### src/card_timing_pkg.sv
// constants, register map and phase type for the card cycle sequencer
// assumes a 100 MHz sys_clk and an AXI4-Lite register port with 12-bit addresses
package card_timing_pkg;
  // clocking
  localparam int unsigned SYS_CLK_PERIOD_PS = 10000;
  localparam int unsigned INPUT_CLOCK_PERIOD_PS = 69840;
  localparam int unsigned SYNTH_MUL = 7;
  localparam int unsigned SYNTH_DIV = 4;
  localparam int ACC_W = 20;
  localparam logic [ACC_W-1:0] SYNTH_STEP = ACC_W'(SYS_CLK_PERIOD_PS * SYNTH_MUL);
  localparam logic [ACC_W-1:0] BYPASS_STEP = ACC_W'(SYS_CLK_PERIOD_PS * SYNTH_DIV);
  localparam logic [ACC_W-1:0] TICK_THRESHOLD = ACC_W'(INPUT_CLOCK_PERIOD_PS * SYNTH_DIV);

  // phase counting, in internal clocks
  localparam int COUNT_W = 18;
  localparam int MULT_W = 6;
  localparam int PRESCALE_SHIFT_STEP = 4;
  localparam logic [COUNT_W-1:0] SETUP_ENTRY_SLACK = 18'h00001;
  localparam logic [1:0] WAIT_RELEASE_TICKS = 2'h2;
  localparam logic [1:0] IOIS16_WINDOW_TICKS = 2'h3;

  // register indices; byte address is four times the index
  localparam int AXI_ADDR_W = 12;
  localparam int NUM_TIMING_REGS = 6;
  localparam int REGS_PER_SET = 3;
  localparam logic [7:0] IDX_SETUP_SET0 = 8'h3a;
  localparam logic [7:0] IDX_COMMAND_SET0 = 8'h3b;
  localparam logic [7:0] IDX_RECOVERY_SET0 = 8'h3c;
  localparam logic [7:0] IDX_SETUP_SET1 = 8'h3d;
  localparam logic [7:0] IDX_RECOVERY_SET1 = 8'h3f;
  localparam logic [7:0] IDX_CONTROL = 8'h40;
  localparam logic [7:0] IDX_STATUS = 8'h41;
  localparam logic [7:0] IDX_READ_DATA = 8'h42;
  localparam logic [7:0] IDX_UNMAPPED = 8'hff;

  // reset values
  localparam logic [7:0] SETUP_SET0_RESET = 8'h01;
  localparam logic [7:0] COMMAND_SET0_RESET = 8'h06;
  localparam logic [7:0] RECOVERY_SET0_RESET = 8'h03;
  localparam logic [7:0] TIMING_SET1_RESET = 8'h00;

  // field positions
  localparam int CTRL_BYPASS_BIT = 0;
  localparam int STATUS_PHASE_LSB = 0;
  localparam int STATUS_BUSY_BIT = 2;
  localparam int STATUS_WAIT_EXT_BIT = 3;
  localparam int STATUS_IO16_BIT = 4;
  localparam int STATUS_BYPASS_BIT = 5;

  localparam logic [1:0] RESP_OKAY = 2'h0;
  localparam logic [1:0] RESP_SLVERR = 2'h2;

  typedef enum logic [1:0] {
    PH_IDLE = 2'h0,
    PH_SETUP = 2'h1,
    PH_COMMAND = 2'h3,
    PH_RECOVERY = 2'h2
  } phase_t;

  // prescale code in the upper bits selects 16**code, multiplier in the lower bits
  function automatic logic [COUNT_W-1:0] phase_clocks(input logic [7:0] value);
    logic [COUNT_W-1:0] mult;
    logic [COUNT_W-1:0] prod;
    mult = COUNT_W'(value[MULT_W-1:0]);
    prod = mult << (PRESCALE_SHIFT_STEP * int'(value[7:MULT_W]));
    return prod + COUNT_W'(1);
  endfunction
endpackage

### src/internal_clock_tick_gen.sv
// internal clock enable: one sys_clk pulse per internal clock period
// assumes the input clock period constant matches the clock fed to the card controller
`timescale 1ns/1ps
module internal_clock_tick_gen (
  // clock and reset
  input logic sys_clk,
  input logic reset,
  // control
  input logic bypass,
  // enable out
  output logic tick
);
  typedef struct packed {
    logic [card_timing_pkg::ACC_W-1:0] acc;
    logic tick;
  } tick_state_t;

  tick_state_t st;
  tick_state_t next_st;
  logic [card_timing_pkg::ACC_W-1:0] sum;

  // fractional accumulator, so the 4/7 ratio holds on average without a second clock
  always_comb begin
    next_st = st;
    sum = st.acc + (bypass ? card_timing_pkg::BYPASS_STEP : card_timing_pkg::SYNTH_STEP);
    next_st.tick = 1'b0;
    next_st.acc = sum;
    if (sum >= card_timing_pkg::TICK_THRESHOLD) begin
      next_st.acc = sum - card_timing_pkg::TICK_THRESHOLD;
      next_st.tick = 1'b1;
    end
    if (reset) begin
      next_st = '0;
    end
  end

  always_ff @(posedge sys_clk) begin
    st <= next_st;
  end

  assign tick = st.tick;
endmodule

### src/card_reg_axi_slave.sv
// AXI4-Lite slave front end: word per register index, low byte lane carries data
// assumes the owner decodes indices combinationally and returns read data the same cycle
`timescale 1ns/1ps
module card_reg_axi_slave (
  // clock and reset
  input logic sys_clk,
  input logic reset,
  // AXI4-Lite
  input logic [card_timing_pkg::AXI_ADDR_W-1:0] s_axi_awaddr,
  input logic s_axi_awvalid,
  output logic s_axi_awready,
  input logic [31:0] s_axi_wdata,
  input logic [3:0] s_axi_wstrb,
  input logic s_axi_wvalid,
  output logic s_axi_wready,
  output logic [1:0] s_axi_bresp,
  output logic s_axi_bvalid,
  input logic s_axi_bready,
  input logic [card_timing_pkg::AXI_ADDR_W-1:0] s_axi_araddr,
  input logic s_axi_arvalid,
  output logic s_axi_arready,
  output logic [31:0] s_axi_rdata,
  output logic [1:0] s_axi_rresp,
  output logic s_axi_rvalid,
  input logic s_axi_rready,
  // register file side
  output logic wr_en,
  output logic [7:0] wr_index,
  output logic [7:0] wr_data,
  input logic wr_hit,
  output logic [7:0] rd_index,
  input logic [31:0] rd_data,
  input logic rd_hit
);
  typedef struct packed {
    logic awready;
    logic wready;
    logic aw_full;
    logic [7:0] aw_index;
    logic w_full;
    logic [7:0] w_byte;
    logic w_lane0;
    logic bvalid;
    logic [1:0] bresp;
    logic arready;
    logic rvalid;
    logic [31:0] rdata;
    logic [1:0] rresp;
  } axi_state_t;

  axi_state_t st;
  axi_state_t next_st;
  logic commit;

  function automatic logic [7:0] to_index(input logic [card_timing_pkg::AXI_ADDR_W-1:0] a);
    return (a[11:10] != 2'h0) ? card_timing_pkg::IDX_UNMAPPED : a[9:2];
  endfunction

  assign commit = st.aw_full && st.w_full && !st.bvalid;

  always_comb begin
    next_st = st;
    if (s_axi_awvalid && st.awready) begin
      next_st.aw_full = 1'b1;
      next_st.aw_index = to_index(s_axi_awaddr);
    end
    if (s_axi_wvalid && st.wready) begin
      next_st.w_full = 1'b1;
      next_st.w_byte = s_axi_wdata[7:0];
      next_st.w_lane0 = s_axi_wstrb[0];
    end
    if (st.bvalid && s_axi_bready) begin
      next_st.bvalid = 1'b0;
    end
    if (commit) begin
      next_st.aw_full = 1'b0;
      next_st.w_full = 1'b0;
      next_st.bvalid = 1'b1;
      next_st.bresp = wr_hit ? card_timing_pkg::RESP_OKAY : card_timing_pkg::RESP_SLVERR;
    end
    if (st.rvalid && s_axi_rready) begin
      next_st.rvalid = 1'b0;
    end
    if (s_axi_arvalid && st.arready) begin
      next_st.rvalid = 1'b1;
      next_st.rdata = rd_data;
      next_st.rresp = rd_hit ? card_timing_pkg::RESP_OKAY : card_timing_pkg::RESP_SLVERR;
    end
    // readies stay low while a response is owed
    next_st.awready = !next_st.aw_full && !next_st.bvalid;
    next_st.wready = !next_st.w_full && !next_st.bvalid;
    next_st.arready = !next_st.rvalid;
    if (reset) begin
      next_st = '0;
      next_st.awready = 1'b1;
      next_st.wready = 1'b1;
      next_st.arready = 1'b1;
    end
  end

  always_ff @(posedge sys_clk) begin
    st <= next_st;
  end

  assign wr_en = commit && st.w_lane0;
  assign wr_index = st.aw_index;
  assign wr_data = st.w_byte;
  assign rd_index = to_index(s_axi_araddr);
  assign s_axi_awready = st.awready;
  assign s_axi_wready = st.wready;
  assign s_axi_bvalid = st.bvalid;
  assign s_axi_bresp = st.bresp;
  assign s_axi_arready = st.arready;
  assign s_axi_rvalid = st.rvalid;
  assign s_axi_rdata = st.rdata;
  assign s_axi_rresp = st.rresp;
endmodule

### src/card_cycle_timing_sequencer.sv
// card socket cycle sequencer: setup, command and recovery timing of card accesses
// assumes host requests arrive on sys_clk; card inputs are asynchronous to it
`timescale 1ns/1ps
// Overview of operation
// - every phase lasts prescale factor times multiplier plus one internal clocks
// - phase factors come from the timer set chosen for the access
// - enables, space select, address and write data lead the strobe by setup count
// - command strobe stays active at least the command count
// - address and write data held for recovery count after the strobe ends
// - internal clock is four sevenths of input period, or equal when bypassed
// - wait stretches command; strobe ends two clocks after wait clears or later
// - word width flag counts only inside three clocks of cycle start
// - upper enable goes low on the next clock after the width flag is seen
// - timer set zero resets to 01h, 06h and 03h
module card_cycle_timing_sequencer (
  // clock and reset
  input logic sys_clk,
  input logic reset,
  // register bus
  input logic [card_timing_pkg::AXI_ADDR_W-1:0] s_axi_awaddr,
  input logic s_axi_awvalid,
  output logic s_axi_awready,
  input logic [31:0] s_axi_wdata,
  input logic [3:0] s_axi_wstrb,
  input logic s_axi_wvalid,
  output logic s_axi_wready,
  output logic [1:0] s_axi_bresp,
  output logic s_axi_bvalid,
  input logic s_axi_bready,
  input logic [card_timing_pkg::AXI_ADDR_W-1:0] s_axi_araddr,
  input logic s_axi_arvalid,
  output logic s_axi_arready,
  output logic [31:0] s_axi_rdata,
  output logic [1:0] s_axi_rresp,
  output logic s_axi_rvalid,
  input logic s_axi_rready,
  // host access request
  input logic acc_valid,
  output logic acc_ready,
  input logic acc_write,
  input logic acc_io,
  input logic acc_attr,
  input logic acc_word,
  input logic acc_timer_set,
  input logic [25:0] acc_addr,
  input logic [15:0] acc_wdata,
  // host access answer
  output logic acc_done,
  output logic [15:0] acc_rdata,
  output logic acc_width16,
  // card socket
  output logic [25:0] card_addr,
  input logic [15:0] card_data_in,
  output logic [15:0] card_data_out,
  output logic card_data_oe,
  output logic ce1_n,
  output logic ce2_n,
  output logic reg_n,
  output logic oe_n,
  output logic we_n,
  output logic iord_n,
  output logic iowr_n,
  input logic wait_n,
  input logic iois16_n
);
  typedef struct packed {
    card_timing_pkg::phase_t phase;
    logic [card_timing_pkg::COUNT_W-1:0] remaining;
    logic [card_timing_pkg::COUNT_W-1:0] command_clocks;
    logic [card_timing_pkg::COUNT_W-1:0] recovery_clocks;
    logic [1:0] wait_gap;
    logic [1:0] io16_age;
    logic io16_seen;
    logic ce2_armed;
    logic is_write;
    logic is_io;
    logic is_word;
    logic wait_extended;
    logic bypass;
    logic [card_timing_pkg::NUM_TIMING_REGS-1:0][7:0] timing;
    logic wait_meta;
    logic wait_n_s;
    logic iois16_meta;
    logic iois16_n_s;
    logic [15:0] data_meta;
    logic [15:0] data_s;
    logic acc_ready;
    logic acc_done;
    logic [15:0] acc_rdata;
    logic acc_width16;
    logic [25:0] card_addr;
    logic [15:0] card_data_out;
    logic card_data_oe;
    logic ce1_n;
    logic ce2_n;
    logic reg_n;
    logic oe_n;
    logic we_n;
    logic iord_n;
    logic iowr_n;
  } seq_state_t;

  seq_state_t st;
  seq_state_t next_st;
  logic tick;
  logic wr_en;
  logic [7:0] wr_index;
  logic [7:0] wr_data;
  logic wr_hit;
  logic [7:0] rd_index;
  logic [31:0] rd_data;
  logic rd_hit;
  logic [2:0] set_base;
  logic [2:0] rd_slot;

  internal_clock_tick_gen u_tick (
    .sys_clk(sys_clk),
    .reset(reset),
    .bypass(st.bypass),
    .tick(tick)
  );

  card_reg_axi_slave u_axi (
    .sys_clk(sys_clk),
    .reset(reset),
    .s_axi_awaddr(s_axi_awaddr),
    .s_axi_awvalid(s_axi_awvalid),
    .s_axi_awready(s_axi_awready),
    .s_axi_wdata(s_axi_wdata),
    .s_axi_wstrb(s_axi_wstrb),
    .s_axi_wvalid(s_axi_wvalid),
    .s_axi_wready(s_axi_wready),
    .s_axi_bresp(s_axi_bresp),
    .s_axi_bvalid(s_axi_bvalid),
    .s_axi_bready(s_axi_bready),
    .s_axi_araddr(s_axi_araddr),
    .s_axi_arvalid(s_axi_arvalid),
    .s_axi_arready(s_axi_arready),
    .s_axi_rdata(s_axi_rdata),
    .s_axi_rresp(s_axi_rresp),
    .s_axi_rvalid(s_axi_rvalid),
    .s_axi_rready(s_axi_rready),
    .wr_en(wr_en),
    .wr_index(wr_index),
    .wr_data(wr_data),
    .wr_hit(wr_hit),
    .rd_index(rd_index),
    .rd_data(rd_data),
    .rd_hit(rd_hit)
  );

  // register decode; status and captured data are read-only, writes there are dropped
  always_comb begin
    wr_hit = (wr_index >= card_timing_pkg::IDX_SETUP_SET0 &&
              wr_index <= card_timing_pkg::IDX_READ_DATA);
    rd_hit = (rd_index >= card_timing_pkg::IDX_SETUP_SET0 &&
              rd_index <= card_timing_pkg::IDX_READ_DATA);
    rd_slot = 3'(rd_index - card_timing_pkg::IDX_SETUP_SET0);
    rd_data = 32'h0;
    if (rd_index <= card_timing_pkg::IDX_RECOVERY_SET1 &&
        rd_index >= card_timing_pkg::IDX_SETUP_SET0) begin
      rd_data[7:0] = st.timing[rd_slot];
    end else if (rd_index == card_timing_pkg::IDX_CONTROL) begin
      rd_data[card_timing_pkg::CTRL_BYPASS_BIT] = st.bypass;
    end else if (rd_index == card_timing_pkg::IDX_STATUS) begin
      rd_data[card_timing_pkg::STATUS_PHASE_LSB +: 2] = st.phase;
      rd_data[card_timing_pkg::STATUS_BUSY_BIT] = (st.phase != card_timing_pkg::PH_IDLE);
      rd_data[card_timing_pkg::STATUS_WAIT_EXT_BIT] = st.wait_extended;
      rd_data[card_timing_pkg::STATUS_IO16_BIT] = st.io16_seen;
      rd_data[card_timing_pkg::STATUS_BYPASS_BIT] = st.bypass;
    end else if (rd_index == card_timing_pkg::IDX_READ_DATA) begin
      rd_data[15:0] = st.acc_rdata;
    end
  end

  // each access picks its timer set; set 1 sits right after set 0
  assign set_base = acc_timer_set ? 3'(card_timing_pkg::REGS_PER_SET) : 3'h0;

  always_comb begin
    next_st = st;
    next_st.acc_done = 1'b0;

    // two-flop synchronisers for the card pins
    next_st.wait_meta = wait_n;
    next_st.wait_n_s = st.wait_meta;
    next_st.iois16_meta = iois16_n;
    next_st.iois16_n_s = st.iois16_meta;
    next_st.data_meta = card_data_in;
    next_st.data_s = st.data_meta;

    // register writes; counts are latched per access, so a write mid-cycle waits
    for (int i = 0; i < card_timing_pkg::NUM_TIMING_REGS; i++) begin
      if (wr_en && wr_index == card_timing_pkg::IDX_SETUP_SET0 + 8'(i)) begin
        next_st.timing[i] = wr_data;
      end
    end
    if (wr_en && wr_index == card_timing_pkg::IDX_CONTROL) begin
      next_st.bypass = wr_data[card_timing_pkg::CTRL_BYPASS_BIT];
    end

    // word I/O width: flag counts only early in the cycle, upper enable a clock later
    if (st.phase != card_timing_pkg::PH_IDLE) begin
      if (tick && st.io16_age != card_timing_pkg::IOIS16_WINDOW_TICKS) begin
        next_st.io16_age = st.io16_age + 2'h1;
      end
      if (st.is_io && st.is_word && !st.io16_seen && !st.iois16_n_s &&
          st.io16_age != card_timing_pkg::IOIS16_WINDOW_TICKS) begin
        next_st.io16_seen = 1'b1;
        next_st.ce2_armed = 1'b1;
      end
      if (tick && st.ce2_armed) begin
        next_st.ce2_armed = 1'b0;
        next_st.ce2_n = 1'b0;
      end
    end

    unique case (st.phase)
      card_timing_pkg::PH_IDLE: begin
        if (acc_valid && st.acc_ready) begin
          next_st.phase = card_timing_pkg::PH_SETUP;
          next_st.acc_ready = 1'b0;
          // accepted between ticks, so one extra clock keeps the setup whole
          next_st.remaining = card_timing_pkg::phase_clocks(st.timing[set_base]) +
                              card_timing_pkg::SETUP_ENTRY_SLACK;
          next_st.command_clocks =
            card_timing_pkg::phase_clocks(st.timing[set_base + 3'h1]);
          next_st.recovery_clocks =
            card_timing_pkg::phase_clocks(st.timing[set_base + 3'h2]);
          next_st.is_write = acc_write;
          next_st.is_io = acc_io;
          next_st.is_word = acc_word;
          next_st.io16_age = 2'h0;
          next_st.io16_seen = 1'b0;
          next_st.ce2_armed = 1'b0;
          next_st.wait_extended = 1'b0;
          next_st.card_addr = acc_addr;
          next_st.reg_n = !acc_attr;
          next_st.ce1_n = 1'b0;
          next_st.ce2_n = !(acc_word && !acc_io);
          next_st.card_data_out = acc_wdata;
          next_st.card_data_oe = acc_write;
        end
      end
      card_timing_pkg::PH_SETUP: begin
        if (tick) begin
          if (st.remaining == card_timing_pkg::COUNT_W'(1)) begin
            next_st.phase = card_timing_pkg::PH_COMMAND;
            next_st.remaining = st.command_clocks;
            next_st.wait_gap = card_timing_pkg::WAIT_RELEASE_TICKS;
            next_st.oe_n = !(!st.is_io && !st.is_write);
            next_st.we_n = !(!st.is_io && st.is_write);
            next_st.iord_n = !(st.is_io && !st.is_write);
            next_st.iowr_n = !(st.is_io && st.is_write);
          end else begin
            next_st.remaining = st.remaining - card_timing_pkg::COUNT_W'(1);
          end
        end
      end
      card_timing_pkg::PH_COMMAND: begin
        if (tick && st.remaining != card_timing_pkg::COUNT_W'(1)) begin
          next_st.remaining = st.remaining - card_timing_pkg::COUNT_W'(1);
        end
        if (!st.wait_n_s) begin
          next_st.wait_gap = 2'h0;
          next_st.wait_extended = 1'b1;
        end else if (tick) begin
          if (st.remaining == card_timing_pkg::COUNT_W'(1) &&
              st.wait_gap == card_timing_pkg::WAIT_RELEASE_TICKS) begin
            next_st.phase = card_timing_pkg::PH_RECOVERY;
            next_st.remaining = st.recovery_clocks;
            next_st.oe_n = 1'b1;
            next_st.we_n = 1'b1;
            next_st.iord_n = 1'b1;
            next_st.iowr_n = 1'b1;
            if (!st.is_write) begin
              next_st.acc_rdata = st.data_s;
            end
          end else if (st.wait_gap != card_timing_pkg::WAIT_RELEASE_TICKS) begin
            next_st.wait_gap = st.wait_gap + 2'h1;
          end
        end
      end
      card_timing_pkg::PH_RECOVERY: begin
        if (tick) begin
          if (st.remaining == card_timing_pkg::COUNT_W'(1)) begin
            next_st.phase = card_timing_pkg::PH_IDLE;
            next_st.ce1_n = 1'b1;
            next_st.ce2_n = 1'b1;
            next_st.reg_n = 1'b1;
            next_st.card_data_oe = 1'b0;
            next_st.ce2_armed = 1'b0;
            next_st.acc_ready = 1'b1;
            next_st.acc_done = 1'b1;
            next_st.acc_width16 = st.is_io ? st.io16_seen : st.is_word;
          end else begin
            next_st.remaining = st.remaining - card_timing_pkg::COUNT_W'(1);
          end
        end
      end
    endcase

    if (reset) begin
      next_st = '0;
      next_st.timing[0] = card_timing_pkg::SETUP_SET0_RESET;
      next_st.timing[1] = card_timing_pkg::COMMAND_SET0_RESET;
      next_st.timing[2] = card_timing_pkg::RECOVERY_SET0_RESET;
      next_st.timing[3] = card_timing_pkg::TIMING_SET1_RESET;
      next_st.timing[4] = card_timing_pkg::TIMING_SET1_RESET;
      next_st.timing[5] = card_timing_pkg::TIMING_SET1_RESET;
      next_st.wait_meta = 1'b1;
      next_st.wait_n_s = 1'b1;
      next_st.iois16_meta = 1'b1;
      next_st.iois16_n_s = 1'b1;
      next_st.acc_ready = 1'b1;
      next_st.ce1_n = 1'b1;
      next_st.ce2_n = 1'b1;
      next_st.reg_n = 1'b1;
      next_st.oe_n = 1'b1;
      next_st.we_n = 1'b1;
      next_st.iord_n = 1'b1;
      next_st.iowr_n = 1'b1;
    end
  end

  always_ff @(posedge sys_clk) begin
    st <= next_st;
  end

  assign acc_ready = st.acc_ready;
  assign acc_done = st.acc_done;
  assign acc_rdata = st.acc_rdata;
  assign acc_width16 = st.acc_width16;
  assign card_addr = st.card_addr;
  assign card_data_out = st.card_data_out;
  assign card_data_oe = st.card_data_oe;
  assign ce1_n = st.ce1_n;
  assign ce2_n = st.ce2_n;
  assign reg_n = st.reg_n;
  assign oe_n = st.oe_n;
  assign we_n = st.we_n;
  assign iord_n = st.iord_n;
  assign iowr_n = st.iowr_n;
endmodule

### config.mk
export PLATFORM = sky130hd
export DESIGN_NAME = card_cycle_timing_sequencer
export DESIGN_NICKNAME = d
export VERILOG_FILES = /design/src/card_timing_pkg.sv /design/src/internal_clock_tick_gen.sv /design/src/card_reg_axi_slave.sv /design/src/card_cycle_timing_sequencer.sv
export SDC_FILE = /design/constraint.sdc
export NUM_CORES = 1
export LEC_CHECK = 0
export ABC_AREA = 0
export BUFFER_PORTS_ARGS = -buffer_cell sky130_fd_sc_hd__clkbuf_2
export CAP_MARGIN = 20
export CORE_ASPECT_RATIO = 1.25
export CORE_UTILIZATION = 45
export CTS_BUF_LIST = sky130_fd_sc_hd__clkbuf_8
export DETAILED_ROUTE_END_ITERATION = 10
export GPL_TIMING_DRIVEN = 0
export HOLD_SLACK_MARGIN = 0.08
export PLACE_DENSITY = 0.66
export REMOVE_ABC_BUFFERS = 1
export SLEW_MARGIN = 20
export SYNTH_ARGS = -nofsm -noshare
export SYNTH_HDL_FRONTEND = slang
export SYNTH_HIERARCHICAL = 1
export SYNTH_SLANG_ARGS = --single-unit
### constraint.sdc
create_clock -name sys_clk -period 3.8 [get_ports sys_clk]
set_clock_uncertainty 0.05 [all_clocks]
set_input_delay 0 -clock sys_clk [delete_from_list [all_inputs] [get_ports sys_clk]]
set_output_delay 0 -clock sys_clk [all_outputs]
set_load 0.05 [all_outputs]
Word level (Yosys, flattened, before mapping)
Cells that the tools add are included.

Add/sub/neg operators: 12. Multipliers: 0. Div/mod/pow operators: 0. Magnitude comparators: 10. Equality and inequality tests: 31. Shift-type cells: 3. Mux-type cells: 77. Bitwise gates (word level): 3. Reduce and logical (&&, ||, !) cells: 67.

Operator list (number): 2-to-1 mux 20 bit (5); binary-select mux 8 bit (select 3 bit) (4); case mux 20 bit (4 select lines) (1); adder 18 x 1 -> 18 bit (second input constant) (4); 2-to-1 mux 8 bit (9); 2-to-1 mux 56 bit (1); 2-to-1 mux 18 bit (3); left shift 6 x 4 -> 18 bit (3); == test 8 x 6 -> 1 bit (second input constant) (6); 2-to-1 mux 4 bit (9); 2-to-1 mux 35 bit (1); logical AND 1 bit (34); == test 8 x 7 -> 1 bit (second input constant) (4); 2-to-1 mux 2 bit (15); 2-to-1 mux 21 bit (1); adder 20 bit (1); greater-or-equal comparator 20 x 19 -> 1 bit (second input constant) (1); 2-to-1 mux 10 bit (2); subtractor 20 x 19 -> 20 bit (second input constant) (1); == test 18 x 1 -> 1 bit (second input constant) (1); inequality test 18 x 1 -> 1 bit (second input constant) (1); inequality test 2 bit (second input constant) (9); subtractor 18 x 1 -> 18 bit (second input constant) (1); 2-to-1 mux 17 bit (1); other kinds (34) (85).

Register bits: 285. Latch bits: 0. Bits in writable memories: 0. ROM bits: 0. Output and inout bits: 110. Memories: 0.

Longest topological paths before layout
Depth after elaboration: 10. Gate-level depth with buffers: 14. Mapped depth without buffers: 12.

Modules after synthesis
Netlist, hierarchy kept.

Modules (own cells, without submodules): card_cycle_timing_sequencer (instances 1, cells each 1317, area each 10966.8 um2, seq. area each 4404.2 um2); card_reg_axi_slave (instances 1, cells each 315, area each 3224.3 um2, seq. area each 1161.1 um2); internal_clock_tick_gen (instances 1, cells each 184, area each 1460.2 um2, seq. area each 340.3 um2).

Least setup slack after synthesis
OpenSTA, ideal clock, no wires.

Kind: register to register. Start point: register st[153] (netlist name). End point: register u_tick/st[14] (netlist name). Arrival time: 3322 ps. Required time: 3681 ps. Slack: 359 ps. Cell stages (with the launch flop): 13. Path buffers: 1. Path through: dfxtp_1 -> inv_1 -> ha_1 -> fa_1 -> o211ai_2 -> a211oi_2 -> or4_4 -> and3_4 -> a311o_1 -> and3_1 -> buf_6 -> or4_1 -> o21ai_1.

Word-level cells in the longest chain between the ends: 4.

Ends and longest elaborated chain: start, declared (line card_cycle_timing_sequencer.sv:103) `seq_state_t st;`; start signal, assigned (line card_cycle_timing_sequencer.sv:326) `st <= next_st;`; 2-to-1 mux 17 bit (*) (line internal_clock_tick_gen.sv:25) `sum = st.acc + (bypass ? card_timing_pkg::BYPASS_STEP : card_timing_pkg::SYNTH_STEP);`; adder 20 bit (*) (line internal_clock_tick_gen.sv:25); subtractor 20 x 19 -> 20 bit or greater-or-equal comparator 20 x 19 -> 1 bit (tied branches) (line internal_clock_tick_gen.sv:29, internal_clock_tick_gen.sv:28); 2-to-1 mux 21 bit (*) (line internal_clock_tick_gen.sv:28) `if (sum >= card_timing_pkg::TICK_THRESHOLD) begin`; end signal, assigned (line internal_clock_tick_gen.sv:38) `st <= next_st;`; end, declared (line internal_clock_tick_gen.sv:18) `tick_state_t st;`.

Every way passes the cells marked *; elsewhere a longest branch is shown, timed or not. A chain may end at the register's enable or synchronous reset.

Worst setup path in the final report
Ends and elaborated chain as after synthesis.

==> results.json <==
{
  "die_h_um": 211,
  "worst_slack_ps": 156,
  "p_seq_share_pct": 40.1,
  "yosys.area_share.adder_pct": 1.49,
  "drtIter0Drc": 912,
  "grt_max_degree": 103,
  "violations": "DRC",
  "setup_violations": 0,
  "areaGrowthSynthToFinish_pct": 19.3,
  "clock_path_buffers": 3,
  "clk_latency_ps": 610,
  "drv_cap": 0,
  "cp-end-kind": "register",
  "p_int_w": 0.00581,
  "cp_data_required_time_ps": 4270,
  "cts_inserted_buffers": 49,
  "rows": 76,
  "ys_seq_area_share_pct": 37.7,
  "async_reset_ff_share_pct": 0,
  "gp_congestion": 0.940,
  "fmaxAchievable_mhz": 274,
  "track_usage_pct": 23.8,
  "cts_tree": "yes",
  "timing.max_slew.rel_slack_pct": 25.7,
  "yosysWarnings": 6,
  "fin_tns_setup_ps": 0,
  "start_util_pct": 45.6,
  "synth.area.top_cells": "dfxtp_1 38%, buf_4 5.5%, nand2_1 4.9%",
  "slew_violations": 0,
  "min_period_over_period_pct": 95.9,
  "clk_pin_slew_ps": 60,
  "synthXorXnorAreaFrac_pct": 1.57,
  "synth_edf_count": 0,
  "crit_fanout": 19,
  "synth_top_area_cell": "dfxtp_1",
  "hold_class": "input port to register",
  "rsz0062_at_grt": "false",
  "dieArea_mm2": 0.0355,
  "crit_chain": "inv_1 -> ha_1 -> fa_2 -> o211ai_2 -> a211oi_2 -> or4_4 -> and3_4 -> a311o_1 -> and3_4 -> or4_1 -> o21ai_1",
  "hpwl_um": 29800,
  "synth_top_family_by_area": "simple AND/OR/NAND/NOR gates",
  "cp-start-kind": "register",
  "path_class": "register to register",
  "synth_compound_area_share_pct": 20.1,
  "syn_area_mm2": 0.0157,
  "worst_pin_slew_ps": 1110,
  "avgSynthCellArea_um2": 8.62,
  "slowest_delay_ps": 530,
  "root_buffer": "clkbuf_8",
  "crit_top_cell": "and3_4",
  "routed_via_density": 5.47,
  "drive_gt1_share_pct": 21.7,
  "synth_top_cell_area_share_pct": 37.7,
  "htree_levels": 2,
  "muxShareOfSynthArea_pct": 7.39,
  "crit_slowest_cell": "or4_4",
  "die_w_um": 169,
  "drc": 1,
  "synth.most_common_cell": "dfxtp_1",
  "grt_pass1_vias": 13100,
  "wirelength_um": 43800,
  "fin_nets": 2169,
  "ys.flop_type": "dfxtp_1",
  "ys_seq_elements": 295,
  "hold_viol": 0,
  "synth_simple_gate_area_share_pct": 21.7,
  "post-place-ws_ps": -377,
  "dr.pass1.iters": 8,
  "p_leak_nw": 7.31,
  "grt_pass1_wl_um": 68200,
  "p_switching_w": 0.00318,
  "ir_drop_uv": 366,
  "netlist_top_cells_count": "295 x dfxtp_1, 203 x nand2_1, 146 x nor2_1, 133 x a21oi_1, 115 x buf_4",
  "swShare_pct": 35.4,
  "antenna_found_initial": 0,
  "diodes": 0,
  "core-area_mm2": 0.0343,
  "pwr_density_cell_mw_per_mm2": 482,
  "grt_overflow": 0,
  "wl_per_cell_um": 17.4,
  "ios": 243,
  "cp.arrival_ps": 4120,
  "fillCellCount": 3150,
  "period_minus_slack_ps": 3640,
  "status": "complete, but fails checks",
  "cts.sinks": 295,
  "combPwrFrac_pct": 28.3,
  "portBuffers": 209,
  "netlist_instances": 1816,
  "synth.distinct_cells": 97,
  "ant_nets": 0,
  "pwr-share-clk_pct": 31.5,
  "via_count": 13800
}
power groups by stage:
stage               logic (W)  clock network [W]  registers [W]
CTS                   0.00248            0.00290        0.00360
floorplan             0.00145                  0        0.00383
finish                0.00255            0.00284        0.00361
global route          0.00278            0.00303        0.00364
global placement      0.00227                  0        0.00367
detailed placement    0.00233                  0        0.00367
final cells by class:
class | count | area, µm² | area share (%)
tap | 468 | 586 | 3.14
inverter | 38 | 143 | 0.764
clock buffer | 59 | 812 | 4.35
sequential | 295 | 5910 | 31.7
timing repair buffer | 365 | 2690 | 14.4
multi-input combinational | 1269 | 8350 | 44.7
clock inverter | 29 | 183 | 0.979
stage by stage:
step | utilization, % | hold slack, ps | power, W | std cells | cell area (µm²)
after floorplan | - | 12.4 | 0.00528 | 1602 | 14300
after global routing | 54.4 | 99.0 | 0.00945 | 2523 | 18700
after global placement | 46.4 | 141 | 0.00594 | 2279 | 15900
after CTS | 54.3 | 82.3 | 0.00899 | 2523 | 18600
final | 54.4 | 104 | 0.00900 | 2523 | 18700
after detailed placement | 47.2 | 144 | 0.00599 | 2294 | 16200
placed cells by master (no fill, tap or decap), types with 17 or more instances in the layout:
cell type / instances
a211oi_1: 20
a21bo_1: 36
a21oi_1: 133
a21oi_2: 30
a22oi_1: 27
a31oi_1: 18
clkbuf_2: 206
clkbuf_8: 60
conb_1: 18
dfxtp_1: 293
dlygate4sd3_1: 141
ha_1: 17
inv_1: 59
mux2_2: 21
mux2i_1: 74
nand2_1: 203
nand3_1: 45
nand3_2: 30
nor2_1: 145
nor2b_1: 46
nor3_1: 37
o21ai_0: 55
or3_1: 24
critical path: cells and delay by family, from the launching register on:
family,cells,cell delay [ps]
compound gates,4,780
fa+ha+maj,2,680
buf+inv,1,170
flops,1,420
simple gates,4,1500
state kept, by name, summed over array words and instances, names as in the netlist, 3 cells and up:
| signal | cells |
|---|---|
| card_addr | 26 |
| st | 151 |
| u_axi/s_axi_rdata | 32 |
| u_axi/wr_data | 8 |
| u_tick/st | 16 |
| card_data_out | 16 |
| u_axi/st | 3 |
| acc_rdata | 16 |
| u_axi/wr_index | 8 |
cell families after synthesis:
logic type / Yosys count
flops: 295
other cells: 2
fa+ha+maj: 18
xor+xnor: 28
simple gates: 659
buf+inv: 268
compound gates: 443
mux: 103
worst paths after layout:
path                    from       endpoint  slack [ps]  depth (start not counted)
min          card_data_in[8]         st[93]         100                          3
max                  st[153]  u_tick/st[14]         160                         11
max reg2reg          st[153]  u_tick/st[14]         160                         11
min reg2reg          st[102]        st[101]         370                          1
per-layer routing:
| metal | track usage (%) | vias up | part of all wire [%] |
|---|---|---|---|
| li1 | - | 6710 | - |
| met1 | 27.8 | 6523 | 41 |
| met2 | 41.1 | 430 | 49 |
| met3 | 3.91 | 135 | 4.9 |
| met4 | 13.8 | 0 | 5.0 |
| met5 | 0 | - | 0 |
timing repair:
| action | 4_1_cts | 5_1_grt |
|---|---|---|
| setup endpoints to repair | 10 | 8 |
| buffers inserted | 0 | 0 |
| gates resized for setup | 5 | 6 |
| endpoints found under the hold margin | 171 | 0 |
| pin swaps | 0 | 0 |
| hold buffers | 141 | 0 |
Note: power is estimated with default switching activity, not from simulation.
